[src/include/rotate_mask_pkg.sv]
// constants, field layout and register map of the rotate-and-mask unit
package rotate_mask_pkg;
   // data path shape
   localparam int DataWidth = 32;
   localparam int IndexWidth = 5;
   localparam int RegCount = 32;
   localparam int AddrWidth = 8;

   // register byte offsets
   localparam logic [7:0] InstrOfs = 8'h00;
   localparam logic [7:0] CondOfs = 8'h04;
   localparam logic [7:0] ExcOfs = 8'h08;
   localparam logic [7:0] StatusOfs = 8'h0C;
   localparam logic [7:0] GprBaseOfs = 8'h80;

   // instruction word field positions, lsb of each field (msb is word bit 31)
   localparam int OpcodeLsb = 26;
   localparam int SourceLsb = 21;
   localparam int DestLsb = 16;
   localparam int AmountLsb = 11;
   localparam int StartLsb = 6;
   localparam int StopLsb = 1;
   localparam int RecordBit = 0;
   localparam int OpcodeWidth = 6;

   // primary opcodes
   localparam logic [5:0] OpRotImm = 6'h15;
   localparam logic [5:0] OpRotReg = 6'h17;

   // condition field 0 bit positions
   localparam int CondLessBit = 3;
   localparam int CondGreaterBit = 2;
   localparam int CondZeroBit = 1;
   localparam int CondSumOvBit = 0;

   // exception register: summary overflow is its most significant bit
   localparam int ExcSumOvBit = 31;

   // status register bits
   localparam int StatBusyBit = 0;
   localparam int StatIllegalBit = 1;

   // reset values
   localparam logic [31:0] InstrRst = 32'h0000_0000;
   localparam logic [3:0] CondRst = 4'h0;
   localparam logic [31:0] ExcRst = 32'h0000_0000;
   localparam logic [31:0] GprRst = 32'h0000_0000;

   // execution sequencer states
   typedef enum logic [0:0] {
      StIdle = 1'b0,
      StExec = 1'b1
   } exec_state_t;
endpackage : rotate_mask_pkg

[src/rtl/mask_generator.sv]
// wrap-around mask built from a start and a stop index, msb-first numbering
`timescale 1ns/10ps
`default_nettype none
module mask_generator
   import rotate_mask_pkg::*;
#(
   parameter int Width = DataWidth,
   parameter int IdxWidth = IndexWidth
) (
   // mask bounds, position 0 is the word's msb
   input wire logic [IdxWidth-1:0] startIdx,
   input wire logic [IdxWidth-1:0] stopIdx,
   // generated mask
   output logic [Width-1:0] mask
);
   logic [IdxWidth:0] stopPlusOne;
   logic [IdxWidth:0] startWide;
   logic plainRun;
   logic fullMask;

   // compare start against stop plus one without wrapping
   assign stopPlusOne = {1'b0, stopIdx} + {{IdxWidth{1'b0}}, 1'b1};
   assign startWide = {1'b0, startIdx};
   assign plainRun = startWide < stopPlusOne;
   assign fullMask = startWide == stopPlusOne;

   // one decision per mask position
   for (genvar p = 0; p < Width; p++) begin : g_bit
      logic [IdxWidth:0] pos;
      logic inRun;
      logic inGap;
      assign pos = (IdxWidth + 1)'(p);
      assign inRun = (pos >= startWide) && (pos <= {1'b0, stopIdx});
      assign inGap = (pos >= stopPlusOne) && (pos < startWide);
      assign mask[Width-1-p] = plainRun ? inRun :
                               fullMask ? 1'b1 :
                               !inGap;
   end
endmodule : mask_generator
`default_nettype wire

[src/rtl/rotate_mask_unit.sv]
// rotate-left-then-mask execution unit with its register file, reached over apb
//
// What this block does
// - The immediate form rotates the 32-bit source word left by the immediate amount before masking.
// - The register form takes its rotate amount from the count register's bits 0-4 and ignores the rest.
// - The rotated word is ANDed with the mask and written whole to the destination, zero outside the mask.
// - With start below stop plus one the mask is ones from start to stop inclusive and zeros elsewhere.
// - With start equal to stop plus one all 32 mask positions are ones.
// - With start above stop plus one positions stop+1 through start-1 are zeros and the rest ones.
// - Record flag clear leaves condition field 0 alone; set, its four bits are updated.
// - In the record form the field shows negative, positive or zero of the signed result.
// - In the record form the summary overflow status is copied into the field.
// - No form ever changes any bit of the exception register.
`timescale 1ns/10ps
`default_nettype none
module rotate_mask_unit
   import rotate_mask_pkg::*;
#(
   parameter int Width = DataWidth,
   parameter int NumRegs = RegCount
) (
   // clock and reset
   input wire logic clk,
   input wire logic rst,
   // apb slave
   input wire logic psel,
   input wire logic penable,
   input wire logic pwrite,
   input wire logic [AddrWidth-1:0] paddr,
   input wire logic [31:0] pwdata,
   output logic [31:0] prdata,
   output logic pready,
   output logic pslverr,
   // execution side outputs
   output logic execDone,
   output logic [3:0] condField
);
   // apb handshake state
   logic waitDoneQ;
   logic accessPhase;
   logic complete;
   logic wrDone;
   logic isGpr;
   logic mapped;
   logic [IndexWidth-1:0] gprIdx;
   logic [31:0] rdDataD;
   logic [31:0] rdDataQ;

   // software visible state
   logic [31:0] instrQ;
   logic [3:0] condQ;
   logic [31:0] excQ;
   logic illegalQ;
   logic [Width-1:0] gprQ [NumRegs];
   logic execDoneQ;

   // sequencer
   exec_state_t stateQ;
   exec_state_t stateD;

   // decoded instruction fields
   logic [OpcodeWidth-1:0] opcode;
   logic [IndexWidth-1:0] sourceRegister;
   logic [IndexWidth-1:0] destinationReg;
   logic [IndexWidth-1:0] amountField;
   logic [IndexWidth-1:0] maskStartIndex;
   logic [IndexWidth-1:0] maskStopIndex;
   logic recordFlag;
   logic isImm;
   logic isReg;
   logic legal;

   // datapath
   logic [Width-1:0] srcWord;
   logic [Width-1:0] countWord;
   logic [IndexWidth-1:0] rotAmount;
   logic [2*Width-1:0] rotWide;
   logic [Width-1:0] rotated;
   logic [Width-1:0] mask;
   logic [Width-1:0] result;
   logic lessThanFlag;
   logic greaterThanFlag;
   logic zeroResultFlag;
   logic [3:0] condNew;

   // ------------------------------------------------------------------
   // bus decode: every access takes one wait cycle so that read data
   // is captured from flops after any execution triggered earlier
   // ------------------------------------------------------------------
   assign accessPhase = psel && penable;
   assign complete = accessPhase && waitDoneQ;
   assign wrDone = complete && pwrite && mapped;
   assign isGpr = paddr[AddrWidth-1];
   assign gprIdx = paddr[IndexWidth+1:2];

   // address map check, misaligned words count as unmapped
   always_comb begin
      mapped = 1'b0;
      if (paddr[1:0] == 2'b00) begin
         if (isGpr) begin
            mapped = 1'b1;
         end else begin
            case (paddr)
               InstrOfs, CondOfs, ExcOfs, StatusOfs: mapped = 1'b1;
               default: mapped = 1'b0;
            endcase
         end
      end
   end

   // handshake outputs
   assign pready = complete;
   assign pslverr = complete && !mapped;
   assign prdata = rdDataQ;

   // wait-state toggle: low on the first access cycle, high on the second
   always_ff @(posedge clk or posedge rst) begin
      if (rst) begin
         waitDoneQ <= 1'b0;
      end else if (complete || !accessPhase) begin
         waitDoneQ <= 1'b0;
      end else begin
         waitDoneQ <= 1'b1;
      end
   end

   // read multiplexer
   always_comb begin
      rdDataD = 32'h0000_0000;
      if (mapped && !pwrite) begin
         if (isGpr) begin
            rdDataD = gprQ[gprIdx];
         end else begin
            case (paddr)
               InstrOfs: rdDataD = instrQ;
               CondOfs: rdDataD = {28'h000_0000, condQ};
               ExcOfs: rdDataD = excQ;
               StatusOfs: begin
                  rdDataD[StatBusyBit] = stateQ == StExec;
                  rdDataD[StatIllegalBit] = illegalQ;
               end
               default: rdDataD = 32'h0000_0000;
            endcase
         end
      end
   end

   // read data captured in the wait cycle and held through completion
   always_ff @(posedge clk or posedge rst) begin
      if (rst) begin
         rdDataQ <= 32'h0000_0000;
      end else if (accessPhase && !waitDoneQ) begin
         rdDataQ <= rdDataD;
      end
   end

   // ------------------------------------------------------------------
   // instruction decode, fields numbered from the msb
   // ------------------------------------------------------------------
   assign opcode = instrQ[OpcodeLsb +: OpcodeWidth];
   assign sourceRegister = instrQ[SourceLsb +: IndexWidth];
   assign destinationReg = instrQ[DestLsb +: IndexWidth];
   assign amountField = instrQ[AmountLsb +: IndexWidth];
   assign maskStartIndex = instrQ[StartLsb +: IndexWidth];
   assign maskStopIndex = instrQ[StopLsb +: IndexWidth];
   assign recordFlag = instrQ[RecordBit];
   assign isImm = opcode == OpRotImm;
   assign isReg = opcode == OpRotReg;
   assign legal = isImm || isReg;

   // ------------------------------------------------------------------
   // datapath: rotate, mask, compare
   // ------------------------------------------------------------------
   assign srcWord = gprQ[sourceRegister];
   assign countWord = gprQ[amountField];

   // amount from the immediate or from the count register's low five bits
   assign rotAmount = isReg ? countWord[IndexWidth-1:0] : amountField;

   // rotate left by doubling the word and taking the upper half
   assign rotWide = {srcWord, srcWord} << rotAmount;
   assign rotated = rotWide[2*Width-1:Width];

   mask_generator #(
      .Width(Width),
      .IdxWidth(IndexWidth)
   ) u_mask (
      .startIdx(maskStartIndex),
      .stopIdx(maskStopIndex),
      .mask(mask)
   );

   // bits outside the mask come out zero
   assign result = rotated & mask;

   // signed compare of the result against zero
   assign lessThanFlag = result[Width-1];
   assign zeroResultFlag = result == '0;
   assign greaterThanFlag = !lessThanFlag && !zeroResultFlag;

   // new condition field with the summary overflow copied in
   always_comb begin
      condNew = CondRst;
      condNew[CondLessBit] = lessThanFlag;
      condNew[CondGreaterBit] = greaterThanFlag;
      condNew[CondZeroBit] = zeroResultFlag;
      condNew[CondSumOvBit] = excQ[ExcSumOvBit];
   end

   // ------------------------------------------------------------------
   // sequencer: a write to the instruction register starts one execution
   // ------------------------------------------------------------------
   always_comb begin
      stateD = stateQ;
      case (stateQ)
         StIdle: begin
            if (wrDone && !isGpr && paddr == InstrOfs) begin
               stateD = StExec;
            end
         end
         StExec: stateD = StIdle;
         default: stateD = StIdle;
      endcase
   end

   always_ff @(posedge clk or posedge rst) begin
      if (rst) begin
         stateQ <= StIdle;
      end else begin
         stateQ <= stateD;
      end
   end

   // instruction register
   always_ff @(posedge clk or posedge rst) begin
      if (rst) begin
         instrQ <= InstrRst;
      end else if (wrDone && !isGpr && paddr == InstrOfs) begin
         instrQ <= pwdata;
      end
   end

   // exception register: software only, execution never writes it
   always_ff @(posedge clk or posedge rst) begin
      if (rst) begin
         excQ <= ExcRst;
      end else if (wrDone && !isGpr && paddr == ExcOfs) begin
         excQ <= pwdata;
      end
   end

   // condition field 0: updated by a recording execution or a software write, execution wins
   always_ff @(posedge clk or posedge rst) begin
      if (rst) begin
         condQ <= CondRst;
      end else if (stateQ == StExec && legal && recordFlag) begin
         condQ <= condNew;
      end else if (wrDone && !isGpr && paddr == CondOfs) begin
         condQ <= pwdata[3:0];
      end
   end

   // sticky illegal-opcode flag, write one to clear, a new event wins
   always_ff @(posedge clk or posedge rst) begin
      if (rst) begin
         illegalQ <= 1'b0;
      end else if (stateQ == StExec && !legal) begin
         illegalQ <= 1'b1;
      end else if (wrDone && !isGpr && paddr == StatusOfs && pwdata[StatIllegalBit]) begin
         illegalQ <= 1'b0;
      end
   end

   // general purpose registers, execution write-back has priority
   for (genvar r = 0; r < NumRegs; r++) begin : g_gpr
      always_ff @(posedge clk or posedge rst) begin
         if (rst) begin
            gprQ[r] <= GprRst;
         end else if (stateQ == StExec && legal && destinationReg == IndexWidth'(r)) begin
            gprQ[r] <= result;
         end else if (wrDone && isGpr && gprIdx == IndexWidth'(r)) begin
            gprQ[r] <= pwdata;
         end
      end
   end

   // completion pulse, one cycle after the execute cycle
   always_ff @(posedge clk or posedge rst) begin
      if (rst) begin
         execDoneQ <= 1'b0;
      end else begin
         execDoneQ <= stateQ == StExec && legal;
      end
   end

   assign execDone = execDoneQ;
   assign condField = condQ;
endmodule : rotate_mask_unit
`default_nettype wire

[config.mk]
export PLATFORM = sky130hd
export DESIGN_NAME = rotate_mask_unit
export DESIGN_NICKNAME = d
export VERILOG_FILES = /design/src/include/rotate_mask_pkg.sv /design/src/rtl/mask_generator.sv /design/src/rtl/rotate_mask_unit.sv
export SDC_FILE = /design/constraint.sdc
export NUM_CORES = 2
export LEC_CHECK = 0
export BUFFER_PORTS_ARGS = -buffer_cell sky130_fd_sc_hd__buf_4
export CAP_MARGIN = 20
export CORE_UTILIZATION = 55
export CTS_CLUSTER_SIZE = 30
export DETAILED_ROUTE_END_ITERATION = 8
export PLACE_DENSITY = 0.71
export SLEW_MARGIN = 10
export SYNTH_ARGS = -nofsm -noshare
export SYNTH_HDL_FRONTEND = slang
export SYNTH_SLANG_ARGS = --single-unit
[constraint.sdc]
create_clock -name clk -period 109.5 [get_ports clk]
set_input_delay 21.9 -clock clk [delete_from_list [all_inputs] [get_ports clk]]
set_output_delay 21.9 -clock clk [all_outputs]
set_load 0.03 [all_outputs]
* Yosys cells after proc, flatten, opt, wreduce, memory -nomap -nowiden
Cells that the tools add are included.
** Storage, ports and cells
- Word-level logic and storage cells :: 627
- Output and inout bits :: 39
- Register bits after elaboration :: 1128
- Input port bits :: 45
** Operators by class
- Shift operators :: 1
- Add/sub/neg operators :: 1
- Multiplexer cells :: 152
- Magnitude comparators :: 132
- Eq/ne operators :: 68
- Reductions and logical operators :: 228
- Bitwise gates (word level) :: 5
** Operator list (count)
- two-way mux 32 bit :: 70
- binary-select mux 32 bit (select 5 bit) :: 3
- equality test 5 bit, second input constant :: 32
- logical AND 1 bit :: 146
- >= comparator 5 x 6 -> 1 bit, first input constant :: 16
- one-hot mux 30 bit (3 select lines) :: 1
- equality test 5 x 4 -> 1 bit, second input constant :: 16
- >= comparator 5 bit, first input constant :: 16
- <= comparator 5 bit, first input constant :: 16
- less-than comparator 5 bit, first input constant :: 16
- two-way mux 1 bit :: 71
- nonzero test 2 bit :: 34
- << shifter 64 x 5 -> 64 bit :: 1
- >= comparator 4 x 6 -> 1 bit, first input constant :: 8
- equality test 5 x 3 -> 1 bit, second input constant :: 8
- >= comparator 4 x 5 -> 1 bit, first input constant :: 8
- <= comparator 4 x 5 -> 1 bit, first input constant :: 8
- zero test 1 bit :: 40
- less-than comparator 4 x 5 -> 1 bit, first input constant :: 8
- AND 32 bit :: 1
- zero test 32 bit :: 1
- >= comparator 3 x 6 -> 1 bit, first input constant :: 4
- equality test 5 x 2 -> 1 bit, second input constant :: 4
- >= comparator 3 x 5 -> 1 bit, first input constant :: 4
- other kinds (29) :: 55

* Logic depth before layout (Yosys ltp)
- Word-level depth :: 11
- Mapped depth :: 21
- Mapped depth without buffers :: 17

* Hierarchy
From an unflattened synthesis, not the netlist that was laid out.
** Unflattened totals
- Cell total of the unflattened synthesis :: 7222
- Area total of the unflattened synthesis :: 73553.0 µm²
** By module, submodules not included
- rotate_mask_unit :: sequential area each 28227.1 µm², area an instance 72035.3 µm², instances 1, cells an instance 6975
- mask_generator :: sequential area each 0.0 µm², area an instance 1517.7 µm², instances 1, cells an instance 247

* Least setup slack after synthesis
OpenSTA, ideal clock, no wires.
- Path kind :: input port to output port
- From :: input port paddr[6]
- To :: output port pslverr
- Path slack :: 64.868 ns
- Required time :: 87.600 ns
- Stages :: 4
- Data arrival time :: 22.732 ns
- Path buffers :: 1
- Path through :: clkbuf_1 > nor3_1 > o21ai_0 > and2_1
** On the way
- Longest elaborated chain between the ends :: 7
- Elaborated cells between the ends (all ways) :: 10
- Classes of those cells :: eq/ne (3); mux (3); reduce/logical (4)
** Ends and longest elaborated chain
- from (decl) :: line rotate_mask_unit.sv:29 : input wire logic [AddrWidth-1:0] paddr,
- equality test 8 x 4 -> 1 bit (tied with other cells) :: line rotate_mask_unit.sv:103 : case (paddr)
- OR reduction 4 bit * :: line rotate_mask_unit.sv:103
- two-way mux 1 bit * :: line rotate_mask_unit.sv:103
- two-way mux 1 bit * :: line rotate_mask_unit.sv:100 : if (isGpr) begin
- two-way mux 1 bit * :: line rotate_mask_unit.sv:99 : if (paddr[1:0] == 2'b00) begin
- zero test 1 bit * :: line rotate_mask_unit.sv:113 : assign pslverr = complete && !mapped;
- logical AND 1 bit * :: line rotate_mask_unit.sv:113
- to (decl) :: line rotate_mask_unit.sv:33 : output logic pslverr,
Every way passes the cells marked *; elsewhere a longest branch is shown, timed or not.

* Worst setup path after layout
Same ends and word-level chain as after synthesis.

==> results.yml <==
layout:
  area_delta_synth_final_pct: 8.237
  seqCellArea_um2: 28250
  layout.nets: 6367
  fillers: 10494
  final_area_um2: 78810
  multi_input_area_um2: 41950
  layout-drive-gt1-share: 0.2061
route:
  drt-met1-wl_mm: 98.88
  met3WireLength_mm: 37.19
  wl_met2_mm: 119.6
  antenna_left: 0
  drt-initial-drc-count: 8888
  drc: 0
  vias: 58717
  top_layer: "met4"
  wl_per_cell_um: 33.57
  routed_via_density: 7.190
  first_pass_iters: 7
  routed_wl_mm: 274.1
clock_tree:
  cts_max_level: 4
  numCtsBuffers: 131
  clk_pin_slew_ps: 60
  post_cts_buffers: 0
  cts-root-buf: "clkbuf_16"
  cts_hold_buf: 0
  cts.repair.resized: 0
  clockBufferDepth: 3
  tritoncts: "done"
  cts_sinks: 1128
  clock_latency_ps: 800
global_route:
  grt_usage: 0.4090
  grt_pass1_vias: 57350
  grt_pass1_wl_mm: 400.1
  grt_antenna_before_repair: 6
  grt_remaining_overflow: 0
  grt_max_degree: 171
sta:
  hold_ws_ps: 477.9
  final.setup_skew_ps: 35.89
  fin_crit_sh: 0.4131
  rsz0062_at_grt: "no"
  report.final.slew_viol_count: 0
  worst_slew_pin_slew_ps: 1234
  max_freq_mhz: 22.11
  slew_headroom: 0.1773
  finalHoldViolCount: 0
  finalCriticalPeriod_ps: 45240
  finalSetupViolCount: 0
  fin_tns_setup_ps: 0
die:
  dieArea_um2: 133800
  core-area_um2: 131500
  pin_count: 84
  fp.dieW_um: 365.8
  rows: 133
  die_y_um: 365.8
  start_util: 0.5538
logic_synthesis:
  ys_top_cells_by_count: "nand2_1, dfrtp_1, mux2i_1"
  ys_seq_area_frac: 0.3877
  syn_area_um2: 72810
  avgSynthCellArea_um2: 10.83
  synth_cells: 6721
  ys_ff_latch: 1128
  synth_edf_count: 0
  synth_ff_type: "dfrtp_1"
  yosys_warnings: 0
  yosysTopAreaCell: "dfrtp_1"
  yosys-top-cells-area: "dfrtp_1, mux4_2, mux2i_1"
  synthesis.nets: 6774
  async_reset_ff_frac: 1.000
  yosysMostFrequentCell: "nand2_1"
  synth_top_area_share: 0.3877
  yosysUniqueCellTypes: 79
worst_setup_path:
  path_cells: "buf_4, nor3_1, o21ai_0, and2_1, buf_4"
  cp_max_fo: 37
  cp.required_ps: 87600
  slowest_stage: "buf_4"
  critPathKind: "input pin to primary output"
  end_kind: "primary output"
  crit_top_cell: "buf_4"
  start_kind: "input pin"
  worstPathArrival_ps: 23340
  crit_path_max_incr_delay_ps: 650
place:
  globalplace.congestion: 1.071
  placed_area_um2: 74400
  io_buffers: 83
  dpl.hpwl_mm: 163.7
outcome:
  status: "completed"
power:
  ir_worst_vdd_mv: 0.01236
  p_leak_nw: 27.40
  p_total_uw: 911.4
  p_per_area_nw_per_um2: 11.57
min_path:
  hold_class: "register to register"
flow_run:
  drv_cap: 0
[path summary, 6_finish.rpt]
kind | from | endpoint | slack (ps) | cells after the start
setup / recovery | paddr[6] | pslverr | 64260 | 5
hold / removal | prdata[22]$_DFFE_PP0P_ | prdata[22]$_DFFE_PP0P_ | 480 | 1
setup reg to reg | instrQ[22]$_DFFE_PP0P_ | condField[2]$_DFFE_PP0P_ | 101620 | 15
hold reg to reg | prdata[22]$_DFFE_PP0P_ | prdata[22]$_DFFE_PP0P_ | 480 | 1
max in group asynchronous | rst | gprQ[528]$_DFFE_PP0P_ | 85170 | 5
min in group asynchronous | rst | gprQ[956]$_DFFE_PP0P_ | 21260 | 2
[layout make-up]
cell class	count	share of cell area
clock buffer	189	0.04927
antenna	2	0.00006351
tap	1755	0.02786
multi-input combinational	4785	0.5323
clock inverter	40	0.005287
timing repair buffer	252	0.02593
sequential	1128	0.3584
inverter	16	0.0008574
[where the power goes]
group / switching (mW) / leakage [nW] / internal (mW) / total, mW
Sequential: 0.00154 / 10.5 / 0.419 / 0.420
Combinational: 0.0318 / 14.8 / 0.0125 / 0.0443
Clock: 0.188 / 2.11 / 0.259 / 0.447
Total: 0.222 / 27.4 / 0.690 / 0.911
[cell families (layout without fill, tap and decap cells)]
| kind of cell | count (synthesis) | after routing | share of synthesized area |
|---|---|---|---|
| muxes | 1860 | 1860 | 0.3730 |
| other | 0 | 2 | 0 |
| and+or+nand+nor | 1462 | 1462 | 0.08084 |
| AOI/OAI and AO/OA | 1449 | 1449 | 0.1108 |
| xor gates and xnor gates | 6 | 6 | 0.0007218 |
| DFF | 1128 | 1128 | 0.3877 |
| buffers and inverters | 808 | 497 | 0.04557 |
| adders and majority gates | 8 | 8 | 0.001375 |
[per-stage QoR]
step                setup WS [ps]  utilization  std cells
floorplan                   55830            -       6721
global placement            64340       0.5657       7928
detailed placement          64360       0.5659       7929
CTS                         64360       0.5986       8158
global route                64200       0.5994       8167
finish                      64260       0.5994       8167
[sequential cells by signal, summed over array words and instances, names as in the netlist]
| register | flops |
|---|---|
| excQ | 32 |
| instrQ | 32 |
| illegalQ | 1 |
| stateQ | 1 |
| prdata | 32 |
| execDone | 1 |
| condField | 4 |
| gprQ | 1024 |
| waitDoneQ | 1 |
[routing by layer]
layer | track usage | vias up
met5 | 0 | -
met4 | 0.2342 | 0
met3 | 0.1246 | 973
met2 | 0.5931 | 4380
met1 | 0.5469 | 29392
li1 | - | 23972
[worst max-delay path, delay by kind of cell]
kind / cells / cell delay [ps]
AOI/OAI and AO/OA: 1 / 250
and+or+nand+nor: 2 / 360
buffers and inverters: 2 / 810
[placed cells by master, fill, tap and decap left out, types with 38 or more instances in the layout]
cell | netlist | routed
a21oi_1 | 71 | 71
nor2_4 | 0 | 41
o21ai_0 | 1095 | 1094
dfrtp_1 | 1128 | 1120
buf_4 | 9 | 237
mux4_2 | 675 | 675
o21ai_1 | 39 | 38
mux2_2 | 74 | 74
nor3_1 | 53 | 43
nor2_1 | 95 | 54
nand2_1 | 1190 | 1175
mux2i_1 | 1110 | 1110
clkbuf_16 | 0 | 136
(Power assumes the default switching activity.)
